`config.mk`:
```
export PLATFORM = sky130hd
export DESIGN_NAME = lwd_top
export DESIGN_NICKNAME = d
export VERILOG_FILES = /design/src/verilog/lwd_fifo.v /design/src/verilog/lwd_top.v
export VERILOG_INCLUDE_DIRS = /design/src /design/src/verilog
export SDC_FILE = /design/constraint.sdc
export NUM_CORES = 1
export LEC_CHECK = 0
export BUFFER_PORTS_ARGS = -buffer_cell sky130_fd_sc_hd__buf_4
export CAP_MARGIN = 25
export CORE_UTILIZATION = 35
export CTS_BUF_LIST = sky130_fd_sc_hd__clkbuf_2 sky130_fd_sc_hd__clkbuf_4 sky130_fd_sc_hd__clkbuf_8
export CTS_CLUSTER_DIAMETER = 80
export CTS_CLUSTER_SIZE = 12
export DETAILED_ROUTE_END_ITERATION = 10
export PLACE_DENSITY = 0.63
export SETUP_SLACK_MARGIN = 0.5
export SYNTH_ARGS = -nofsm -noshare
export SYNTH_HDL_FRONTEND = slang
export SYNTH_SLANG_ARGS = --single-unit
```
`constraint.sdc`:
```
create_clock -name clk_in -period 2.6 [get_ports clk_in]
set_input_delay 0.26 -clock clk_in [delete_from_list [all_inputs] [get_ports clk_in]]
set_output_delay 0.26 -clock clk_in [all_outputs]
set_load 0.03 [all_outputs]
```
`src/verilog/lwd_defs.vh`:
```
// constants for the lin wake and dominant timeout supervisor
`ifndef LWD_DEFS_VH
`define LWD_DEFS_VH

// modes
`define LWD_MODE_OFF     2'h0
`define LWD_MODE_NORMAL  2'h1
`define LWD_MODE_LOWPWR  2'h2
`define LWD_MODE_STANDBY 2'h3

// internal time base: 200 MHz clock, 1 us tick
`define LWD_CLK_MHZ      200
`define LWD_TICK_US      1
`define LWD_TICK_CYC     (`LWD_CLK_MHZ * `LWD_TICK_US)

// times in microseconds (plain defaults)
`define LWD_WAKE_DOM_US  80
`define LWD_LOC_WAKE_US  50
`define LWD_SLEEP_US     20
`define LWD_TXD_TO_US    20000
`define LWD_BUS_TO_US    20000
// counts in ticks
`define LWD_WAKE_DOM_TK  (`LWD_WAKE_DOM_US / `LWD_TICK_US)
`define LWD_LOC_WAKE_TK  ((`LWD_LOC_WAKE_US + `LWD_TICK_US - 1) / `LWD_TICK_US)
`define LWD_SLEEP_TK     (`LWD_SLEEP_US / `LWD_TICK_US)
`define LWD_TXD_TO_TK    (`LWD_TXD_TO_US / `LWD_TICK_US)
`define LWD_BUS_TO_TK    (`LWD_BUS_TO_US / `LWD_TICK_US)

// fifo geometry
`define LWD_FIFO_W       4
`define LWD_FIFO_D       8

`endif

```
`src/verilog/lwd_fifo.v`:
```
// small synchronous fifo with valid/ready on both sides
`timescale 1ns/1ps
`default_nettype none
module lwd_fifo #(
  parameter WIDTH = 4,
  parameter DEPTH = 8,
  parameter AW    = 3
) (
  // clock and reset
  input  wire             clk_in,
  input  wire             rst_n_in,
  // write side
  input  wire             wr_valid_in,
  output wire             wr_ready_out,
  input  wire [WIDTH-1:0] wr_data_in,
  // read side
  output wire             rd_valid_out,
  input  wire             rd_ready_in,
  output wire [WIDTH-1:0] rd_data_out
);
  reg [WIDTH-1:0] mem_reg [0:DEPTH-1];
  reg [AW-1:0]    wptr_reg;
  reg [AW-1:0]    rptr_reg;
  reg [AW:0]      cnt_reg;
  wire            do_wr;
  wire            do_rd;

  assign wr_ready_out = (cnt_reg != DEPTH[AW:0]);
  assign rd_valid_out = (cnt_reg != {(AW+1){1'b0}});
  assign rd_data_out  = mem_reg[rptr_reg];
  assign do_wr        = wr_valid_in & wr_ready_out;
  assign do_rd        = rd_valid_out & rd_ready_in;

  always @(posedge clk_in) begin
    if (do_wr) begin
      mem_reg[wptr_reg] <= wr_data_in;
    end
  end

  always @(posedge clk_in or negedge rst_n_in) begin
    if (!rst_n_in) begin
      wptr_reg <= {AW{1'b0}};
      rptr_reg <= {AW{1'b0}};
      cnt_reg  <= {(AW+1){1'b0}};
    end else begin
      if (do_wr) begin
        wptr_reg <= (wptr_reg == DEPTH[AW-1:0] - 1'b1) ? {AW{1'b0}}
                    : wptr_reg + 1'b1;
      end
      if (do_rd) begin
        rptr_reg <= (rptr_reg == DEPTH[AW-1:0] - 1'b1) ? {AW{1'b0}}
                    : rptr_reg + 1'b1;
      end
      if (do_wr & ~do_rd) begin
        cnt_reg <= cnt_reg + 1'b1;
      end else if (do_rd & ~do_wr) begin
        cnt_reg <= cnt_reg - 1'b1;
      end
    end
  end
endmodule
`default_nettype wire

```
`src/verilog/lwd_top.v`:
```
// four-channel lin wake-up, mode and dominant timeout supervisor
`timescale 1ns/1ps
`default_nettype none
`include "lwd_defs.vh"
// Operation
// - bus wake-up is watched only in low power or standby mode.
// - wake needs falling edge, dominant for wake time, then recessive.
// - wake shows low on that receive output only when io supply good.
// - sleep-control low for local wake time is a wake request.
// - battery below power-off threshold forces off mode from any mode.
// - normal mode: recessive bus drives receive output high.
// - normal mode: transmit input high leaves bus output recessive.
// - transmit timeout timer restarts on each falling transmit edge.
// - transmit low beyond timeout disables that channel's transmitter.
// - transmit timeout timer clears when transmit input goes high.
// - bus dominant beyond timeout switches commander termination off.
// - weak responder pull-up stays on while commander termination off.
// - bus recessive again re-enables termination and clears its timer.
// - normal and standby modes enable the trimmed commander pull-up.
// - low power: parameter picks low-power pull-up or responder only.
// - sleep-control high in normal beyond go-to-sleep time: low power.
// - any channel wake in low power enters standby; others keep watching.
// - local wake in low power or standby enters normal mode.
// - off mode clears wake flags, ignores inputs, drivers off.
module lwd_top #(
  parameter LP_PULLUP_ON = 1,
  parameter WAKE_DOM_TK  = `LWD_WAKE_DOM_TK,
  parameter LOC_WAKE_TK  = `LWD_LOC_WAKE_TK,
  parameter SLEEP_TK     = `LWD_SLEEP_TK,
  parameter TXD_TO_TK    = `LWD_TXD_TO_TK,
  parameter BUS_TO_TK    = `LWD_BUS_TO_TK,
  parameter TICK_CYC     = `LWD_TICK_CYC
) (
  // clock and reset
  input  wire       clk_in,
  input  wire       rst_n_in,
  // supply monitors
  input  wire       battery_poff_in,
  input  wire       io_supply_ok_in,
  // controller side
  input  wire [3:0] transmit_input_in,
  input  wire       sleep_control_input_in,
  output reg  [3:0] receive_output_out,
  // bus side (bus_line_in 1 = recessive, bus_line_drive_out 1 = dominant)
  input  wire [3:0] bus_line_in,
  output reg  [3:0] bus_line_drive_out,
  output reg  [3:0] trim_pullup_en_out,
  output reg  [3:0] low_power_master_pullup_en_out,
  output reg  [3:0] responder_pullup_en_out,
  // status
  output reg  [1:0] mode_out,
  // wake event stream (channel mask), drained by the controller
  output reg        wake_evt_valid_out,
  output reg  [3:0] wake_evt_data_out,
  input  wire       wake_evt_ready_in
);
  reg  [1:0]  mode_reg;
  reg  [1:0]  mode_next;
  reg  [7:0]  tick_cnt_reg;
  reg         tick_reg;
  reg  [15:0] slp_cnt_reg;
  reg         slp_prev_reg;
  reg  [3:0]  bus_prev_reg;
  reg  [3:0]  txd_prev_reg;
  reg  [3:0]  wake_flag_reg;
  reg  [3:0]  wake_pend_reg;
  wire [3:0]  wake_hit;
  wire [3:0]  tx_dis;
  wire [3:0]  bus_to;
  wire        local_wake;
  wire        go_sleep;
  wire        in_on;
  wire        fifo_wr_ready;
  wire        fifo_rd_valid;
  wire [3:0]  fifo_rd_data;
  wire        fifo_rd_ready;

  assign in_on = (mode_reg != `LWD_MODE_OFF);

  // internal time base tick
  always @(posedge clk_in or negedge rst_n_in) begin
    if (!rst_n_in) begin
      tick_cnt_reg <= 8'h00;
      tick_reg     <= 1'b0;
    end else begin
      tick_reg <= (tick_cnt_reg == TICK_CYC[7:0] - 8'h01);
      if (tick_cnt_reg == TICK_CYC[7:0] - 8'h01) begin
        tick_cnt_reg <= 8'h00;
      end else begin
        tick_cnt_reg <= tick_cnt_reg + 8'h01;
      end
    end
  end

  // sleep-control level duration counter, restarts on every level change
  always @(posedge clk_in or negedge rst_n_in) begin
    if (!rst_n_in) begin
      slp_cnt_reg  <= 16'h0000;
      slp_prev_reg <= 1'b1;
    end else if (!in_on) begin
      slp_cnt_reg  <= 16'h0000;
      slp_prev_reg <= 1'b1;
    end else begin
      slp_prev_reg <= sleep_control_input_in;
      if (sleep_control_input_in != slp_prev_reg) begin
        slp_cnt_reg <= 16'h0000;
      end else if (tick_reg && slp_cnt_reg != 16'hFFFF) begin
        slp_cnt_reg <= slp_cnt_reg + 16'h0001;
      end
    end
  end

  assign local_wake = ~slp_prev_reg & ~sleep_control_input_in &
                      (slp_cnt_reg >= LOC_WAKE_TK[15:0]);
  assign go_sleep   = slp_prev_reg & sleep_control_input_in &
                      (slp_cnt_reg > SLEEP_TK[15:0]);

  // per-channel timers and wake detectors
  genvar g;
  generate
    for (g = 0; g < 4; g = g + 1) begin : g_ch
      reg [15:0] wk_cnt_reg;
      reg        wk_arm_reg;
      reg [15:0] tx_cnt_reg;
      reg        tx_dis_reg;
      reg [15:0] bd_cnt_reg;
      reg        bd_to_reg;
      wire       watch = (mode_reg == `LWD_MODE_LOWPWR) ||
                         (mode_reg == `LWD_MODE_STANDBY);
      assign wake_hit[g] = watch & wk_arm_reg & bus_line_in[g] &
                           (wk_cnt_reg >= WAKE_DOM_TK[15:0]);
      assign tx_dis[g]   = tx_dis_reg;
      assign bus_to[g]   = bd_to_reg;

      always @(posedge clk_in or negedge rst_n_in) begin
        if (!rst_n_in) begin
          wk_cnt_reg <= 16'h0000;
          wk_arm_reg <= 1'b0;
        end else if (!watch) begin
          wk_cnt_reg <= 16'h0000;
          wk_arm_reg <= 1'b0;
        end else if (bus_prev_reg[g] & ~bus_line_in[g]) begin
          wk_cnt_reg <= 16'h0000;
          wk_arm_reg <= 1'b1;
        end else if (bus_line_in[g]) begin
          wk_arm_reg <= 1'b0;
          wk_cnt_reg <= 16'h0000;
        end else if (tick_reg && wk_cnt_reg != 16'hFFFF) begin
          wk_cnt_reg <= wk_cnt_reg + 16'h0001;
        end
      end

      always @(posedge clk_in or negedge rst_n_in) begin
        if (!rst_n_in) begin
          tx_cnt_reg <= 16'h0000;
          tx_dis_reg <= 1'b0;
        end else if (mode_reg != `LWD_MODE_NORMAL ||
                     transmit_input_in[g]) begin
          tx_cnt_reg <= 16'h0000;
          tx_dis_reg <= 1'b0;
        end else if (txd_prev_reg[g]) begin
          tx_cnt_reg <= 16'h0000;
        end else if (tick_reg && !tx_dis_reg) begin
          tx_cnt_reg <= tx_cnt_reg + 16'h0001;
          if (tx_cnt_reg >= TXD_TO_TK[15:0]) begin
            tx_dis_reg <= 1'b1;
          end
        end
      end

      always @(posedge clk_in or negedge rst_n_in) begin
        if (!rst_n_in) begin
          bd_cnt_reg <= 16'h0000;
          bd_to_reg  <= 1'b0;
        end else if (!in_on || bus_line_in[g]) begin
          bd_cnt_reg <= 16'h0000;
          bd_to_reg  <= 1'b0;
        end else if (tick_reg && !bd_to_reg) begin
          bd_cnt_reg <= bd_cnt_reg + 16'h0001;
          if (bd_cnt_reg >= BUS_TO_TK[15:0]) begin
            bd_to_reg <= 1'b1;
          end
        end
      end
    end
  endgenerate

  // mode state machine
  always @* begin
    mode_next = mode_reg;
    case (mode_reg)
      `LWD_MODE_OFF: begin
        mode_next = `LWD_MODE_NORMAL;
      end
      `LWD_MODE_NORMAL: begin
        if (go_sleep) begin
          mode_next = `LWD_MODE_LOWPWR;
        end
      end
      `LWD_MODE_LOWPWR: begin
        if (local_wake) begin
          mode_next = `LWD_MODE_NORMAL;
        end else if (|wake_hit) begin
          mode_next = `LWD_MODE_STANDBY;
        end
      end
      `LWD_MODE_STANDBY: begin
        if (local_wake) begin
          mode_next = `LWD_MODE_NORMAL;
        end
      end
      default: begin
        mode_next = `LWD_MODE_OFF;
      end
    endcase
    if (battery_poff_in) begin
      mode_next = `LWD_MODE_OFF;
    end
  end

  // wake event fifo towards the controller
  lwd_fifo #(
    .WIDTH (`LWD_FIFO_W),
    .DEPTH (`LWD_FIFO_D),
    .AW    (3)
  ) u_fifo (
    .clk_in       (clk_in),
    .rst_n_in     (rst_n_in),
    .wr_valid_in  (|wake_pend_reg),
    .wr_ready_out (fifo_wr_ready),
    .wr_data_in   (wake_pend_reg),
    .rd_valid_out (fifo_rd_valid),
    .rd_ready_in  (fifo_rd_ready),
    .rd_data_out  (fifo_rd_data)
  );
  // output stage holds one word; refill when empty or taken
  assign fifo_rd_ready = ~wake_evt_valid_out | wake_evt_ready_in;

  always @(posedge clk_in or negedge rst_n_in) begin
    if (!rst_n_in) begin
      mode_reg           <= `LWD_MODE_OFF;
      bus_prev_reg       <= 4'hF;
      txd_prev_reg       <= 4'hF;
      wake_flag_reg      <= 4'h0;
      wake_pend_reg      <= 4'h0;
      wake_evt_valid_out <= 1'b0;
      wake_evt_data_out  <= 4'h0;
    end else begin
      mode_reg     <= mode_next;
      bus_prev_reg <= bus_line_in;
      txd_prev_reg <= transmit_input_in;
      if (mode_next == `LWD_MODE_OFF || mode_next == `LWD_MODE_NORMAL) begin
        wake_flag_reg <= 4'h0;
      end else begin
        wake_flag_reg <= wake_flag_reg | wake_hit;
      end
      // pending events wait while the fifo is full
      if (fifo_wr_ready || ~|wake_pend_reg) begin
        wake_pend_reg <= wake_hit;
      end else begin
        wake_pend_reg <= wake_pend_reg | wake_hit;
      end
      if (fifo_rd_ready) begin
        wake_evt_valid_out <= fifo_rd_valid;
        wake_evt_data_out  <= fifo_rd_data;
      end
    end
  end

  // registered pin outputs
  always @(posedge clk_in or negedge rst_n_in) begin
    if (!rst_n_in) begin
      receive_output_out             <= 4'hF;
      bus_line_drive_out             <= 4'h0;
      trim_pullup_en_out             <= 4'h0;
      low_power_master_pullup_en_out <= 4'h0;
      responder_pullup_en_out        <= 4'h0;
      mode_out                       <= `LWD_MODE_OFF;
    end else begin
      mode_out                <= mode_reg;
      responder_pullup_en_out <= in_on ? 4'hF : 4'h0;
      case (mode_reg)
        `LWD_MODE_NORMAL: begin
          receive_output_out <= bus_line_in;
          // drive dominant only for low transmit not timed out
          bus_line_drive_out <= ~transmit_input_in & ~tx_dis &
                                {4{~sleep_control_input_in}};
          trim_pullup_en_out <= ~bus_to;
          low_power_master_pullup_en_out <= 4'h0;
        end
        `LWD_MODE_STANDBY: begin
          receive_output_out <= io_supply_ok_in ? ~wake_flag_reg
                                : 4'hF;
          bus_line_drive_out <= 4'h0;
          trim_pullup_en_out <= ~bus_to;
          low_power_master_pullup_en_out <= 4'h0;
        end
        `LWD_MODE_LOWPWR: begin
          receive_output_out <= io_supply_ok_in ? ~wake_flag_reg
                                : 4'hF;
          bus_line_drive_out <= 4'h0;
          trim_pullup_en_out <= 4'h0;
          low_power_master_pullup_en_out <=
            (LP_PULLUP_ON != 0) ? ~bus_to : 4'h0;
        end
        default: begin
          receive_output_out             <= 4'hF;
          bus_line_drive_out             <= 4'h0;
          trim_pullup_en_out             <= 4'h0;
          low_power_master_pullup_en_out <= 4'h0;
        end
      endcase
    end
  end
endmodule
`default_nettype wire

```
==> After elaboration in Yosys (flattened, before gate mapping) <==
Memory sizes are Yosys's and may differ from the RTL's. A register that Yosys moved wholly into a read port is not among the register bits.
Cells that the tools add are included.
{ "op_classes": {"eq_ne": 28, "n_mux": 101, "n_bitwise": 42, "n_reduce_logical": 72, "order_cmp": 14, "addsub": 18} }
{ "op_table": {"columns": ["op", "n"], "rows": [
  ["16-bit 2-to-1 mux", 39],
  ["16-bit by 1-bit adder with 16-bit output (second input constant)", 13],
  ["16-bit by 15-bit >= comparator with 1-bit output (second input constant)", 8],
  ["16-bit != test (second input constant)", 5],
  ["16-bit by 7-bit >= comparator with 1-bit output (second input constant)", 4],
  ["1-bit 2-to-1 mux", 43],
  ["4-bit 2-to-1 mux", 9],
  ["2-bit nonzero test", 18],
  ["1-bit bitwise AND", 24],
  ["16-bit by 6-bit >= comparator with 1-bit output (second input constant)", 1],
  ["16-bit by 5-bit > comparator with 1-bit output (second input constant)", 1],
  ["4-bit by 2-bit != test with 1-bit output (second input constant)", 4],
  ["4-bit NOT", 4],
  ["1-bit logical AND", 13],
  ["3-bit by 2-bit != test with 1-bit output (second input constant)", 4],
  ["3-bit AND reduction", 4],
  ["3-bit nonzero test", 4],
  ["1-bit logical NOT", 11],
  ["1-bit logical OR", 11],
  ["2-bit 2-to-1 mux", 5],
  ["2-bit by 1-bit != test with 1-bit output (second input constant)", 5],
  ["1-bit NOT", 9],
  ["8-bit by 1-bit adder with 8-bit output (second input constant)", 1],
  ["4-bit bitwise AND", 2],
  ["other kinds (21)", 33]
]} }
{ "word_totals": {"elab_cells": 319, "ram_bits": 32, "regBits": 281, "out_inout_bits": 27, "inputBits": 14, "n_memories": 1} }
{ "mem_list": {"columns": ["memory", "depth", "word_bits", "read_ports", "rd_ports_with_merged_regs", "wr", "line", "rtl"], "rows": [
  ["u_fifo.mem_reg", 8, 4, 1, 1, 1, "lwd_fifo.v:21", "reg [WIDTH-1:0] mem_reg [0:DEPTH-1];"]
]} }

==> Logic depth before layout (Yosys ltp) <==
Gate-level depths: netlist of the first run.
{ "logic_depth": {"ltp_word": 13, "mapped_depth": 13, "depth_no_buf": 12} }

==> Hierarchy <==
Synthesis of the first run repeated with hierarchy kept, for this count alone.
{ "unflattened": {"cells_unflattened": 1502, "area_unflattened_um2": 15342.2} }
{ "modules_own_cells": {"columns": ["mod", "seq_area_each_um2", "n_inst", "area_per_inst_um2", "cells_per_inst"], "rows": [
  ["lwd_top", 6822.8, 1, 13457.9, 1390],
  ["lwd_fifo", 1211.2, 1, 1884.3, 112]
]} }

==> Worst setup path before layout of the first run <==
No wires, ideal clock.
{ "synth_path": {"path_type": "register to register", "startpoint": "reg wake_evt_valid_out", "endpoint": "reg u_fifo.cnt_reg[3]", "slack_ps": 105, "setup_time_ps": 125, "n_path_buf": 1, "period_less_slack_ps": 2495, "required_ps": 2475, "path_stages_with_launch": 14, "arrival_ps": 2369, "path_cell_list": "dfrtp_1 > nand2b_1 > clkbuf_1 > inv_1 > nor2_1 > inv_1 > ha_1 > inv_1 > ha_1 > a21o_1 > a21oi_1 > xnor2_1 > nor2_1 > xor2_1"} }
{ "synth_via": {"elab_chain_len": 6, "elab_cells_between_ends": 8, "cone_classes": "1 x mux; 6 x bitwise; 1 x reduce/logical"} }
{ "synth_rtl": {"columns": ["element", "line", "rtl"], "rows": [
  ["start: declaration", "lwd_top.v:53", "output reg wake_evt_valid_out,"],
  ["start signal: assignment", "lwd_top.v:264", "wake_evt_valid_out <= fifo_rd_valid;"],
  ["1-bit NOT (*)", "lwd_top.v:237", "assign fifo_rd_ready = ~wake_evt_valid_out | wake_evt_ready_in;"],
  ["1-bit OR (*)", "lwd_top.v:237", null],
  ["1-bit bitwise AND (*)", "lwd_fifo.v:32", "assign do_rd = rd_valid_out & rd_ready_in;"],
  ["1-bit NOT", "lwd_fifo.v:54", "if (do_wr & ~do_rd) begin"],
  ["1-bit bitwise AND", "lwd_fifo.v:54", null],
  ["4-bit 2-to-1 mux / 2-bit nonzero test (equally long branches)", null, null],
  ["end signal: assignment", "lwd_fifo.v:44", "cnt_reg <= {(AW+1){1'b0}};"],
  ["end signal: assignment", "lwd_fifo.v:55", "cnt_reg <= cnt_reg + 1'b1;"],
  ["end signal: assignment", "lwd_fifo.v:57", "cnt_reg <= cnt_reg - 1'b1;"],
  ["end: declaration", "lwd_fifo.v:24", "reg [AW:0] cnt_reg;"]
]} }
Every way passes the cells marked *; elsewhere a longest branch is shown, timed or not.
A chain may end at the register's enable or synchronous reset.

==> Worst setup path in the final report of the first run <==
{ "layout_path": {"startpoint": "reg u_fifo.cnt_reg[0]", "endpoint": "reg u_fifo.cnt_reg[3]"} }
{ "layout_via": {"elab_chain_len": 5, "elab_cells_between_ends": 13, "cone_classes": "2 x add/sub; 1 x eq/ne; 2 x mux; 6 x bitwise; 2 x reduce/logical"} }
{ "layout_rtl": {"columns": ["element"], "rows": [
  ["parallel branches: the longest is 5 deep, another holds 4-bit by 1-bit subtractor with 4-bit output"]
]} }
Several ways; the timed one is not identified. The select of a mux whose other input is x is not followed.

==> reports/metrics.cfg, run 1 <==
[worst_hold_path]
hp-class=primary input to flop
hold_path_depth=4

[power]
p_leak_nw=6.92
vdd.ir_drop.worst_mv=0.307
power.density_nw_per_um2=527

[route]
wirelength_um=30200
dr.pass1.iters=5
drt-initial-drc-count=547
avgRoutedWirePerCell_um=14.0
viasPerCell=4.93
drc=0
ant_nets=0
num_vias=10600

[setup_path]
start_kind=flop
critPathArrivalTime_ns=2.63
cp_max_fo=4
end_kind=flop
worstSetupPathType=flop to flop
r2r_cells=11
worstPathRequired_ns=3.08

[floorplan]
coreArea_sq_um=43000
num_io_pins=41
die_w_um=211
die_y_um=211
rows=76
start_util_pct=35.5
dieArea_sq_um=44400

[clocking]
cts_sinks=314
cts_made_buffers=30
clockBufferDepth=3
clk-insertion-delay-late_ns=0.60
h-tree-depth=1
cts_root_buffer=clkbuf_8
cts_tree=done
clk_pin_slew_ns=0.08

[logic_synthesis]
syn_avg_cell_area_sq_um=10.3
synth_nets=1531
ys_async_sr_fraction_pct=89.8
synth_edf_count=32
ys_seq_area_share_pct=52.7
ys_ff_latch=314
ys_types=70
synthFlopType=dfrtp_1
ys_warn_count=0
syn_inst=1480
syn_area_sq_um=15200

[finish]
fin_nets=1596
n_fill_cell=4182
drive_gt1_share_pct=12.6
syn_to_final_growth_pct=12.8

[status]
status=complete, no violations

[sta]
slew_violations=0
fin_tns_setup_ns=0
min_period_over_period_pct=83.0
max_slew.worst_pin.slew_ns=0.673
period_minus_slack_ns=2.16
rsz0062_at_grt=yes
relSlewSlack_pct=54.9
hold_ws_ns=0.126
final_hold_viol_count=0
setup_viol=0
skew_ns=0.0340
fmax_mhz=463

[place]
dp.final_hpwl_um=20300
place_congestion=0.811
io_buffers=40

[global_route]
grt_max_degree=77
grtUsageTotal_pct=13.9
grt_pass1_wl_um=51600
antenna_found_initial=2
first_global_vias=10500
gr-total-overflow=0

[flow_run]
maxCapViolations=0

logic make-up (layout without fill, tap and decap cells):
kind of cell	count (synthesis)	count (layout)	share of synthesized area, %
fa+ha+maj	37	37	3.09
flops	314	314	52.7
compound gates	150	150	6.87
other cells	0	1	0
mux	21	21	2.08
simple gates	674	674	22.0
xor+xnor	183	183	10.5
buf+inv	101	189	2.74
timing repair:
item,in CTS,in global routing
hold buffers,12,0
setup buffers,5,8
gates resized for setup,8,8
endpoints found under the hold margin,88,0
endpoints found under the setup margin,11,32
pin swaps,1,4
placed cells by master (no fill, tap or decap), types with 14 or more instances in the layout:
cell,n
ha_1,34
and3_1,36
dfrtp_1,260
o21ai_0,16
nand3_1,64
edfxtp_1,32
nand4_1,44
buf_4,69
clkbuf_8,31
or3_1,14
nor3_1,47
a21oi_1,42
xnor2_1,71
inv_1,45
clkbuf_4,23
nand2_1,82
nor4_1,24
xor2_1,112
and4_1,15
nor2_1,268
cells in the mapped netlist, types with 7 or more instances:
cell | n | area share (%)
a21o_1 | 7 | 0.34
a21oi_1 | 43 | 1.4
a31oi_1 | 8 | 0.33
and3_1 | 36 | 1.5
and4_1 | 15 | 0.86
buf_2 | 13 | 0.43
clkbuf_1 | 33 | 0.81
dfrtp_1 | 269 | 44
dfstp_2 | 13 | 2.2
edfxtp_1 | 32 | 6.3
ha_1 | 36 | 3.0
inv_1 | 46 | 1.1
mux2i_1 | 8 | 0.53
mux4_2 | 8 | 1.2
nand2_1 | 82 | 2.0
nand2b_1 | 8 | 0.33
nand3_1 | 64 | 2.1
nand4_1 | 44 | 1.8
nor2_1 | 269 | 6.6
nor2b_1 | 9 | 0.37
nor3_1 | 47 | 1.5
nor3b_1 | 9 | 0.44
nor4_1 | 26 | 1.1
o2111ai_1 | 13 | 0.75
o211ai_1 | 13 | 0.64
o21a_1 | 7 | 0.34
o21ai_0 | 16 | 0.53
o21ai_1 | 10 | 0.33
or2_1 | 7 | 0.29
or3_1 | 14 | 0.57
or4_1 | 12 | 0.59
xnor2_1 | 71 | 4.1
xor2_1 | 112 | 6.4
power by group:
group	internal, mW	switching [mW]	leakage (nW)
Clock	1.44	1.65	0.335
Combinational	0.385	0.377	2.55
Sequential	5.04	0.174	4.03
Total	6.86	2.20	6.92
final timing paths:
kind                                               start                                to  slack, ns
max                        u_fifo.cnt_reg[0]$_DFFE_PN0P_     u_fifo.cnt_reg[3]$_DFFE_PN0P_       0.44
min                                    wake_evt_ready_in    wake_evt_valid_out$_DFFE_PN0N_       0.13
max reg2reg                u_fifo.cnt_reg[0]$_DFFE_PN0P_     u_fifo.cnt_reg[3]$_DFFE_PN0P_       0.44
min reg2reg                   wake_flag_reg[1]$_DFF_PN0_   receive_output_out[1]$_DFF_PN1_       0.44
max in group asynchronous                       rst_n_in   receive_output_out[3]$_DFF_PN1_       1.57
min in group asynchronous                       rst_n_in  wake_evt_data_out[3]$_DFFE_PN0N_       0.19
metrics by stage:
step                area (sq um)  std cells  setup slack [ns]  power, mW  util [%]
global route               17200       2154             0.300       9.48      40.0
floorplan                  15300       1480             0.402       5.68         -
finish                     17200       2154             0.442       9.06      40.0
CTS                        17100       2145             0.405       9.19      39.8
global placement           16300       2073             0.312       5.94      37.9
detailed placement         16300       2073             0.269       5.97      37.9
routing by layer:
metal	share of wire, %	vias to the layer above	track usage [%]	wire length [um]
met4	2.6	2	4.27	779
met3	3.3	55	1.99	999
li1	-	5256	-	-
met2	47	131	22.9	14200
met1	47	5166	18.9	14100
met5	0.033	-	0	10
area by class of cell:
class	instances	area (sq um)	share of cell area, %
Sequential cell	314	8050	46.8
Multi-Input combinational cell	1065	6890	40.1
Timing Repair Buffer	86	733	4.26
Tap cell	585	732	4.26
Clock buffer	54	599	3.48
Inverter	48	185	1.08
Clock inverter	1	11.3	0.0655
Antenna cell	1	2.50	0.0145
worst max-delay path, stage by stage, from the launching register on:
cell	delay (ns)
dfrtp_2	0.46
nor4_4	0.36
nor2_4	0.07
inv_1	0.10
ha_4	0.16
inv_4	0.05
ha_4	0.20
a21o_1	0.16
a21oi_2	0.14
xnor2_1	0.13
nor2_1	0.07
xor2_1	0.14
No activity file was read; power rests on OpenSTA's default activity.
==> run 2, diff against run 1 <==
--- a/config.mk
+++ b/config.mk
@@ -13,7 +13,7 @@
 export CTS_CLUSTER_DIAMETER = 80
 export CTS_CLUSTER_SIZE = 12
 export DETAILED_ROUTE_END_ITERATION = 10
-export PLACE_DENSITY = 0.63
+export PLACE_DENSITY = 0.61
 export SETUP_SLACK_MARGIN = 0.5
 export SYNTH_ARGS = -nofsm -noshare
 export SYNTH_HDL_FRONTEND = slang
==> constraint.sdc (replaced) <==
create_clock -name clk_in -period 2.18 [get_ports clk_in]
set_input_delay 0.218 -clock clk_in [delete_from_list [all_inputs] [get_ports clk_in]]
set_output_delay 0.218 -clock clk_in [all_outputs]
set_load 0.03 [all_outputs]
==> reports/metrics.cfg, run 2 (synthesis gave the netlist of run 1 again) <==
[setup_path]
worstPathRequired_ns=2.66  ; -0.42 ns
worstSetupPathType=flop to flop
cp.buffers_inverters=2  ; unchanged
max_stage_delay_ns=0.44  ; -0.02 ns
critPathArrivalTime_ns=2.60  ; -0.03 ns
end_kind=flop
reg2reg_from=u_fifo.cnt_reg[1]$_DFFE_PN0P_
critPathTopFamily=simple AND/OR/NAND/NOR gates
cp_slowest_cell=dfrtp_2
r2r_end=u_fifo.cnt_reg[3]$_DFFE_PN0P_
start_kind=flop
cp_cell_sequence=nor4b_4 > or2_1 > inv_4 > ha_4 > inv_4 > ha_4 > a21o_1 > a21oi_2 > xnor2_1 > nor2_1 > xor2_1
r2r_cells=11  ; unchanged
cp_max_fo=3  ; -1
r2r_setup_slack_ns=0.06  ; -0.39 ns

[route]
drt-initial-drc-count=601  ; +9.9%
viasPerCell=4.96  ; +0.67%
avgRoutedWirePerCell_um=15.0  ; +6.8%
drc=0  ; unchanged
dr.pass1.iters=5  ; unchanged
wirelength_um=34100  ; +13%
num_vias=11300  ; +6.5%
ant_nets=0  ; unchanged

[place]
post-place-ws_ns=0.0178  ; -0.251 ns
placed_cells=2095  ; +1.1%
dp.final_hpwl_um=20700  ; +2.1%
io_buffers=40  ; unchanged
place_congestion=0.822  ; +1.4%

[sta]
slew_violations=0  ; unchanged
fmax_mhz=471  ; +1.6%
relSlewSlack_pct=60.2  ; +5.3 points
max_slew.worst_pin.slew_ns=0.596  ; -0.0766 ns
setup_viol=0  ; unchanged
rsz0062_at_grt=yes
worst_slack_ns=0.0555  ; -0.387 ns
min_period_over_period_pct=97.5  ; +14 points
fin_tns_setup_ns=0  ; unchanged
final_hold_viol_count=0  ; unchanged
period_minus_slack_ns=2.12  ; -0.0331 ns
skew_ns=0.0218  ; -0.0123 ns

[global_route]
first_global_vias=10800  ; +2.3%
grt_pass1_wl_um=53700  ; +4.0%
grtUsageTotal_pct=14.6  ; +0.70 points
busiest_layer=met2
grt.met3_usage_pct=1.78  ; -0.21 points
use_met1_pct=19.6  ; +0.77 points
antenna_found_initial=2  ; unchanged
grt_max_degree=63  ; -18%
grtUsageMet2_pct=24.3  ; +1.4 points
gr-total-overflow=0  ; unchanged

[clocking]
cts_root_buffer=clkbuf_8
cts_made_buffers=30  ; unchanged
cts_tree=done
clk-insertion-delay-late_ns=0.60  ; about the same
clockBufferDepth=3  ; unchanged
cts_sinks=314  ; unchanged
h-tree-depth=1  ; unchanged
clk_pin_slew_ns=0.08  ; about the same

[floorplan]
num_io_pins=41  ; unchanged
rows=76  ; unchanged
die_y_um=211  ; unchanged
die_w_um=211  ; unchanged
coreArea_sq_um=43000  ; unchanged
start_util_pct=35.5  ; unchanged
dieArea_sq_um=44400  ; unchanged

[finish]
most-common-layout-cells=nor2_1 (250), dfrtp_1 (241), buf_4 (153)
syn_to_final_growth_pct=29.3
fin_nets=1722  ; +7.9%
fin_cells=2278  ; +5.8%
drive_gt1_share_pct=30.7  ; +18 points
layout_commonest_cell=nor2_1

[worst_hold_path]
hold_path_depth=4  ; unchanged
worstHoldStart=wake_evt_ready_in
whs_endpoint=wake_evt_valid_out$_DFFE_PN0N_
hp-class=primary input to flop

[flow_run]
maxCapViolations=0  ; unchanged

[power]
power.density_nw_per_um2=545  ; +3.5%
vdd.ir_drop.worst_mv=0.500  ; +63%
p_leak_nw=7.91  ; +14%

[status]
status=complete, no violations

run 2: area by class of cell:
class	count	area, sq um
fill	3930	23300
multi-input combinational	1068	8240
sequential	314	8070
timing repair buffer	209	1880
tap	585	732
clock buffer	51	577
inverter	48	211
clock inverter	2	13.8
antenna	1	2.50
run 2: tightest hold or removal path, stage by stage:
cell,delay (ns)
buf_4,0.07
nand2b_1,0.12
buf_4,0.17
nand2_1,0.06
run 2: layer usage:
layer | vias up | wire length, um
li1 | 5526 | -
met1 | 5574 | 15500
met2 | 146 | 16900
met3 | 48 | 895
met4 | 2 | 741
met5 | - | 10
run 2: where the power goes:
part / internal (mW) / switching (mW) / total (mW)
sequential: 6.01 / 0.183 / 6.19
combinational: 0.446 / 0.447 / 0.893
clock: 1.66 / 2.00 / 3.67
run 2: worst max-delay path by stage:
stage | from | to | slack [ns] | depth (start not counted)
CTS | u_fifo.cnt_reg[2]$_DFFE_PN0P_ | u_fifo.cnt_reg[3]$_DFFE_PN0P_ | 0.02 | 11
global route | u_fifo.cnt_reg[0]$_DFFE_PN0P_ | u_fifo.cnt_reg[3]$_DFFE_PN0P_ | -0.06 | 12
finish | u_fifo.cnt_reg[1]$_DFFE_PN0P_ | u_fifo.cnt_reg[3]$_DFFE_PN0P_ | 0.06 | 11
global placement | u_fifo.cnt_reg[0]$_DFFE_PN0P_ | u_fifo.cnt_reg[3]$_DFFE_PN0P_ | 0.02 | 12
floorplan | u_fifo.cnt_reg[1]$_DFFE_PN0P_ | u_fifo.cnt_reg[3]$_DFFE_PN0P_ | -0.02 | 12
detailed placement | u_fifo.cnt_reg[2]$_DFFE_PN0P_ | u_fifo.cnt_reg[3]$_DFFE_PN0P_ | 0.02 | 11
run 2: timing repair:
item	4_1_cts	5_1_grt
setup buffers	47	66
pin swaps	53	148
hold buffers	12	0
gates cloned	3	1
hold endpoints to repair	267	0
endpoints found under the setup margin	195	175
resized for setup	96	233
run 2: through the flow:
stage	util [%]	hold WS, ns	power, mW	cell area [sq um]
2_1_floorplan	-	-0.0776	6.78	15300
3_3_place_gp	38.5	0.200	7.13	16500
3_5_place_dp	38.5	0.207	7.16	16500
4_1_cts	42.2	0.0430	10.9	18100
5_1_grt	45.9	0.102	11.3	19700
6_report	45.9	0.0800	10.8	19700
==> run 3, diff against run 2 <==
==> constraint.sdc (replaced) <==
create_clock -name clk_in -period 2.18 [get_ports clk_in]
set_input_delay 0.218 -clock clk_in [delete_from_list [all_inputs] [get_ports clk_in]]
set_output_delay 0.218 -clock clk_in [all_outputs]
set_load 0.005 [all_outputs]
==> reports/metrics.cfg, run 3 (synthesis gave the netlist of run 1 again) <==
[sta]
final_hold_viol_count=0  ; unchanged
fmax_mhz=473  ; +0.58%
min_period_over_period_pct=96.9  ; -0.56 points
rsz0062_at_grt=yes
slew_violations=0  ; unchanged
max_slew.worst_pin.slew_ns=0.623  ; +0.0266 ns
fin_tns_setup_ns=0  ; unchanged
hold_ws_ns=0.174  ; +0.0940 ns
relSlewSlack_pct=58.3  ; -1.9 points
skew_ns=0.0490  ; +0.0273 ns
setup_viol=0  ; unchanged
period_minus_slack_ns=2.11  ; -0.0122 ns
worst_slack_ns=0.0678  ; +0.0122 ns

[clocking]
cts_sinks=314  ; unchanged
h-tree-depth=1  ; unchanged
clockBufferDepth=3  ; unchanged
clk_pin_slew_ns=0.09  ; about the same
clk-insertion-delay-late_ns=0.63  ; +0.03 ns
cts_tree=done
cts_root_buffer=clkbuf_8
cts_made_buffers=30  ; unchanged

[global_route]
grt_pass1_wl_um=53800  ; +0.15%
grt_max_degree=105  ; +67%
antenna_found_initial=2  ; unchanged
grtUsageTotal_pct=14.6  ; -0.017 points
gr-total-overflow=0  ; unchanged
first_global_vias=10800  ; +0.23%

[finish]
fin_cells=2280  ; +0.088%
layout_commonest_cell=nor2_1
most-common-layout-cells=nor2_1 (254), dfrtp_1 (250), buf_4 (165)
final_util_pct=45.0  ; -0.83 points
fin_area_sq_um=19400  ; -1.8%
syn_to_final_growth_pct=27.0
drive_gt1_share_pct=28.5  ; -2.2 points
fin_nets=1723  ; +0.058%

[route]
ant_nets=0  ; unchanged
dr.pass1.iters=5  ; unchanged
avgRoutedWirePerCell_um=14.7  ; -2.0%
num_vias=11300  ; +0.19%
viasPerCell=4.96  ; +0.11%
drt-initial-drc-count=694  ; +15%
wirelength_um=33400  ; -1.9%
drc=0  ; unchanged

[setup_path]
end_kind=flop
worstPathRequired_ns=2.70  ; +0.04 ns
worstSetupPathType=flop to flop
critPathArrivalTime_ns=2.63  ; +0.03 ns
cp_max_fo=3  ; unchanged
start_kind=flop

[floorplan]
die_y_um=211  ; unchanged
dieArea_sq_um=44400  ; unchanged
die_w_um=211  ; unchanged
start_util_pct=35.5  ; unchanged
num_io_pins=41  ; unchanged
rows=76  ; unchanged
coreArea_sq_um=43000  ; unchanged

[place]
post_dp_cell_area_sq_um=16500  ; -0.11%
placed_cells=2093  ; -0.095%
post-place-ws_ns=0.0173  ; -0.000485 ns
io_buffers=40  ; unchanged
place_congestion=0.804  ; -2.2%
dp.final_hpwl_um=20800  ; +0.16%

[power]
power.density_nw_per_um2=559  ; +2.6%
p_leak_nw=7.74  ; -2.2%
p_total_mw=10.8  ; +0.69%
vdd.ir_drop.worst_mv=0.377  ; -25%

[flow_run]
maxCapViolations=0  ; unchanged

[status]
status=complete, no violations

[worst_hold_path]
hp-class=primary input to async pin

-- run 3: cell count changes in the layout (fill, tap and decap cells not counted), sizes merged --
| cell | previous run | this run |
|---|---|---|
| diode | 1 | 2 |
| or3 | 16 | 18 |
| clkbuf | 51 | 50 |
| or3b | 6 | 5 |
| dlygate4sd3 | 12 | 14 |
| clkinv | 2 | 1 |
| inv | 48 | 50 |
| nand3 | 66 | 65 |
| bufbuf | 1 | 0 |
-- run 3: power breakdown --
| part | internal, mW | switching, mW | leakage, nW | total (mW) |
|---|---|---|---|---|
| logic | 0.563 | 0.432 | 3.41 | 0.994 |
| registers | 6.01 | 0.193 | 4.01 | 6.20 |
| clock network | 1.63 | 2.00 | 0.321 | 3.63 |
| total | 8.20 | 2.62 | 7.74 | 10.8 |
-- run 3: final cells by class --
class / count / area [sq um]
tap: 585 / 732
inverter: 48 / 185
fill: 4001 / 23600
timing repair buffer: 210 / 1840
clock buffer: 50 / 563
multi-input combinational: 1068 / 7960
antenna: 2 / 5.00
clock inverter: 3 / 22.5
sequential: 314 / 8060
-- run 3: worst max-delay path, stage by stage (launching register included) --
cell and delay [ns]:
dfrtp_2 0.45, nor4_2 0.30, nor2_1 0.11, inv_1 0.12
ha_4 0.16, inv_4 0.04, buf_4 0.12, fa_1 0.43
mux2_4 0.28
-- run 3: what timing repair did --
| action | 4_1_cts | 5_1_grt |
|---|---|---|
| buffers inserted | 65 | 50 |
| setup endpoints to repair | 195 | 220 |
| hold buffers | 14 | 0 |
| gates resized for setup | 90 | 167 |
| cloned | 1 | 2 |
| pin swaps | 61 | 81 |
| hold endpoints to repair | 321 | 0 |
-- run 3: path summary, 6_finish.rpt --
path,start,end,slack (ns),depth (start not counted)
worst min register to register,wake_flag_reg[3]$_DFF_PN0_,receive_output_out[3]$_DFF_PN1_,0.47,1
worst min-delay path,rst_n_in,bus_prev_reg[1]$_DFF_PN1_,0.17,2
min in group clk_in,transmit_input_in[2],txd_prev_reg[2]$_DFF_PN1_,0.30,2
worst max-delay path,u_fifo.cnt_reg[1]$_DFFE_PN0P_,u_fifo.cnt_reg[1]$_DFFE_PN0P_,0.07,8
max in group asynchronous,rst_n_in,g_ch[1].wk_cnt_reg[9]$_DFFE_PN0P_,0.93,3
worst max register to register,u_fifo.cnt_reg[1]$_DFFE_PN0P_,u_fifo.cnt_reg[1]$_DFFE_PN0P_,0.07,8
-- run 3: layer usage --
| layer | GRT usage, % | up-vias | part of all wire (%) |
|---|---|---|---|
| met5 | 0 | - | 0 |
| met4 | 3.82 | 0 | 1.7 |
| met3 | 2.07 | 39 | 3.2 |
| met2 | 24.5 | 146 | 49 |
| met1 | 19.7 | 5612 | 46 |
| li1 | - | 5521 | - |
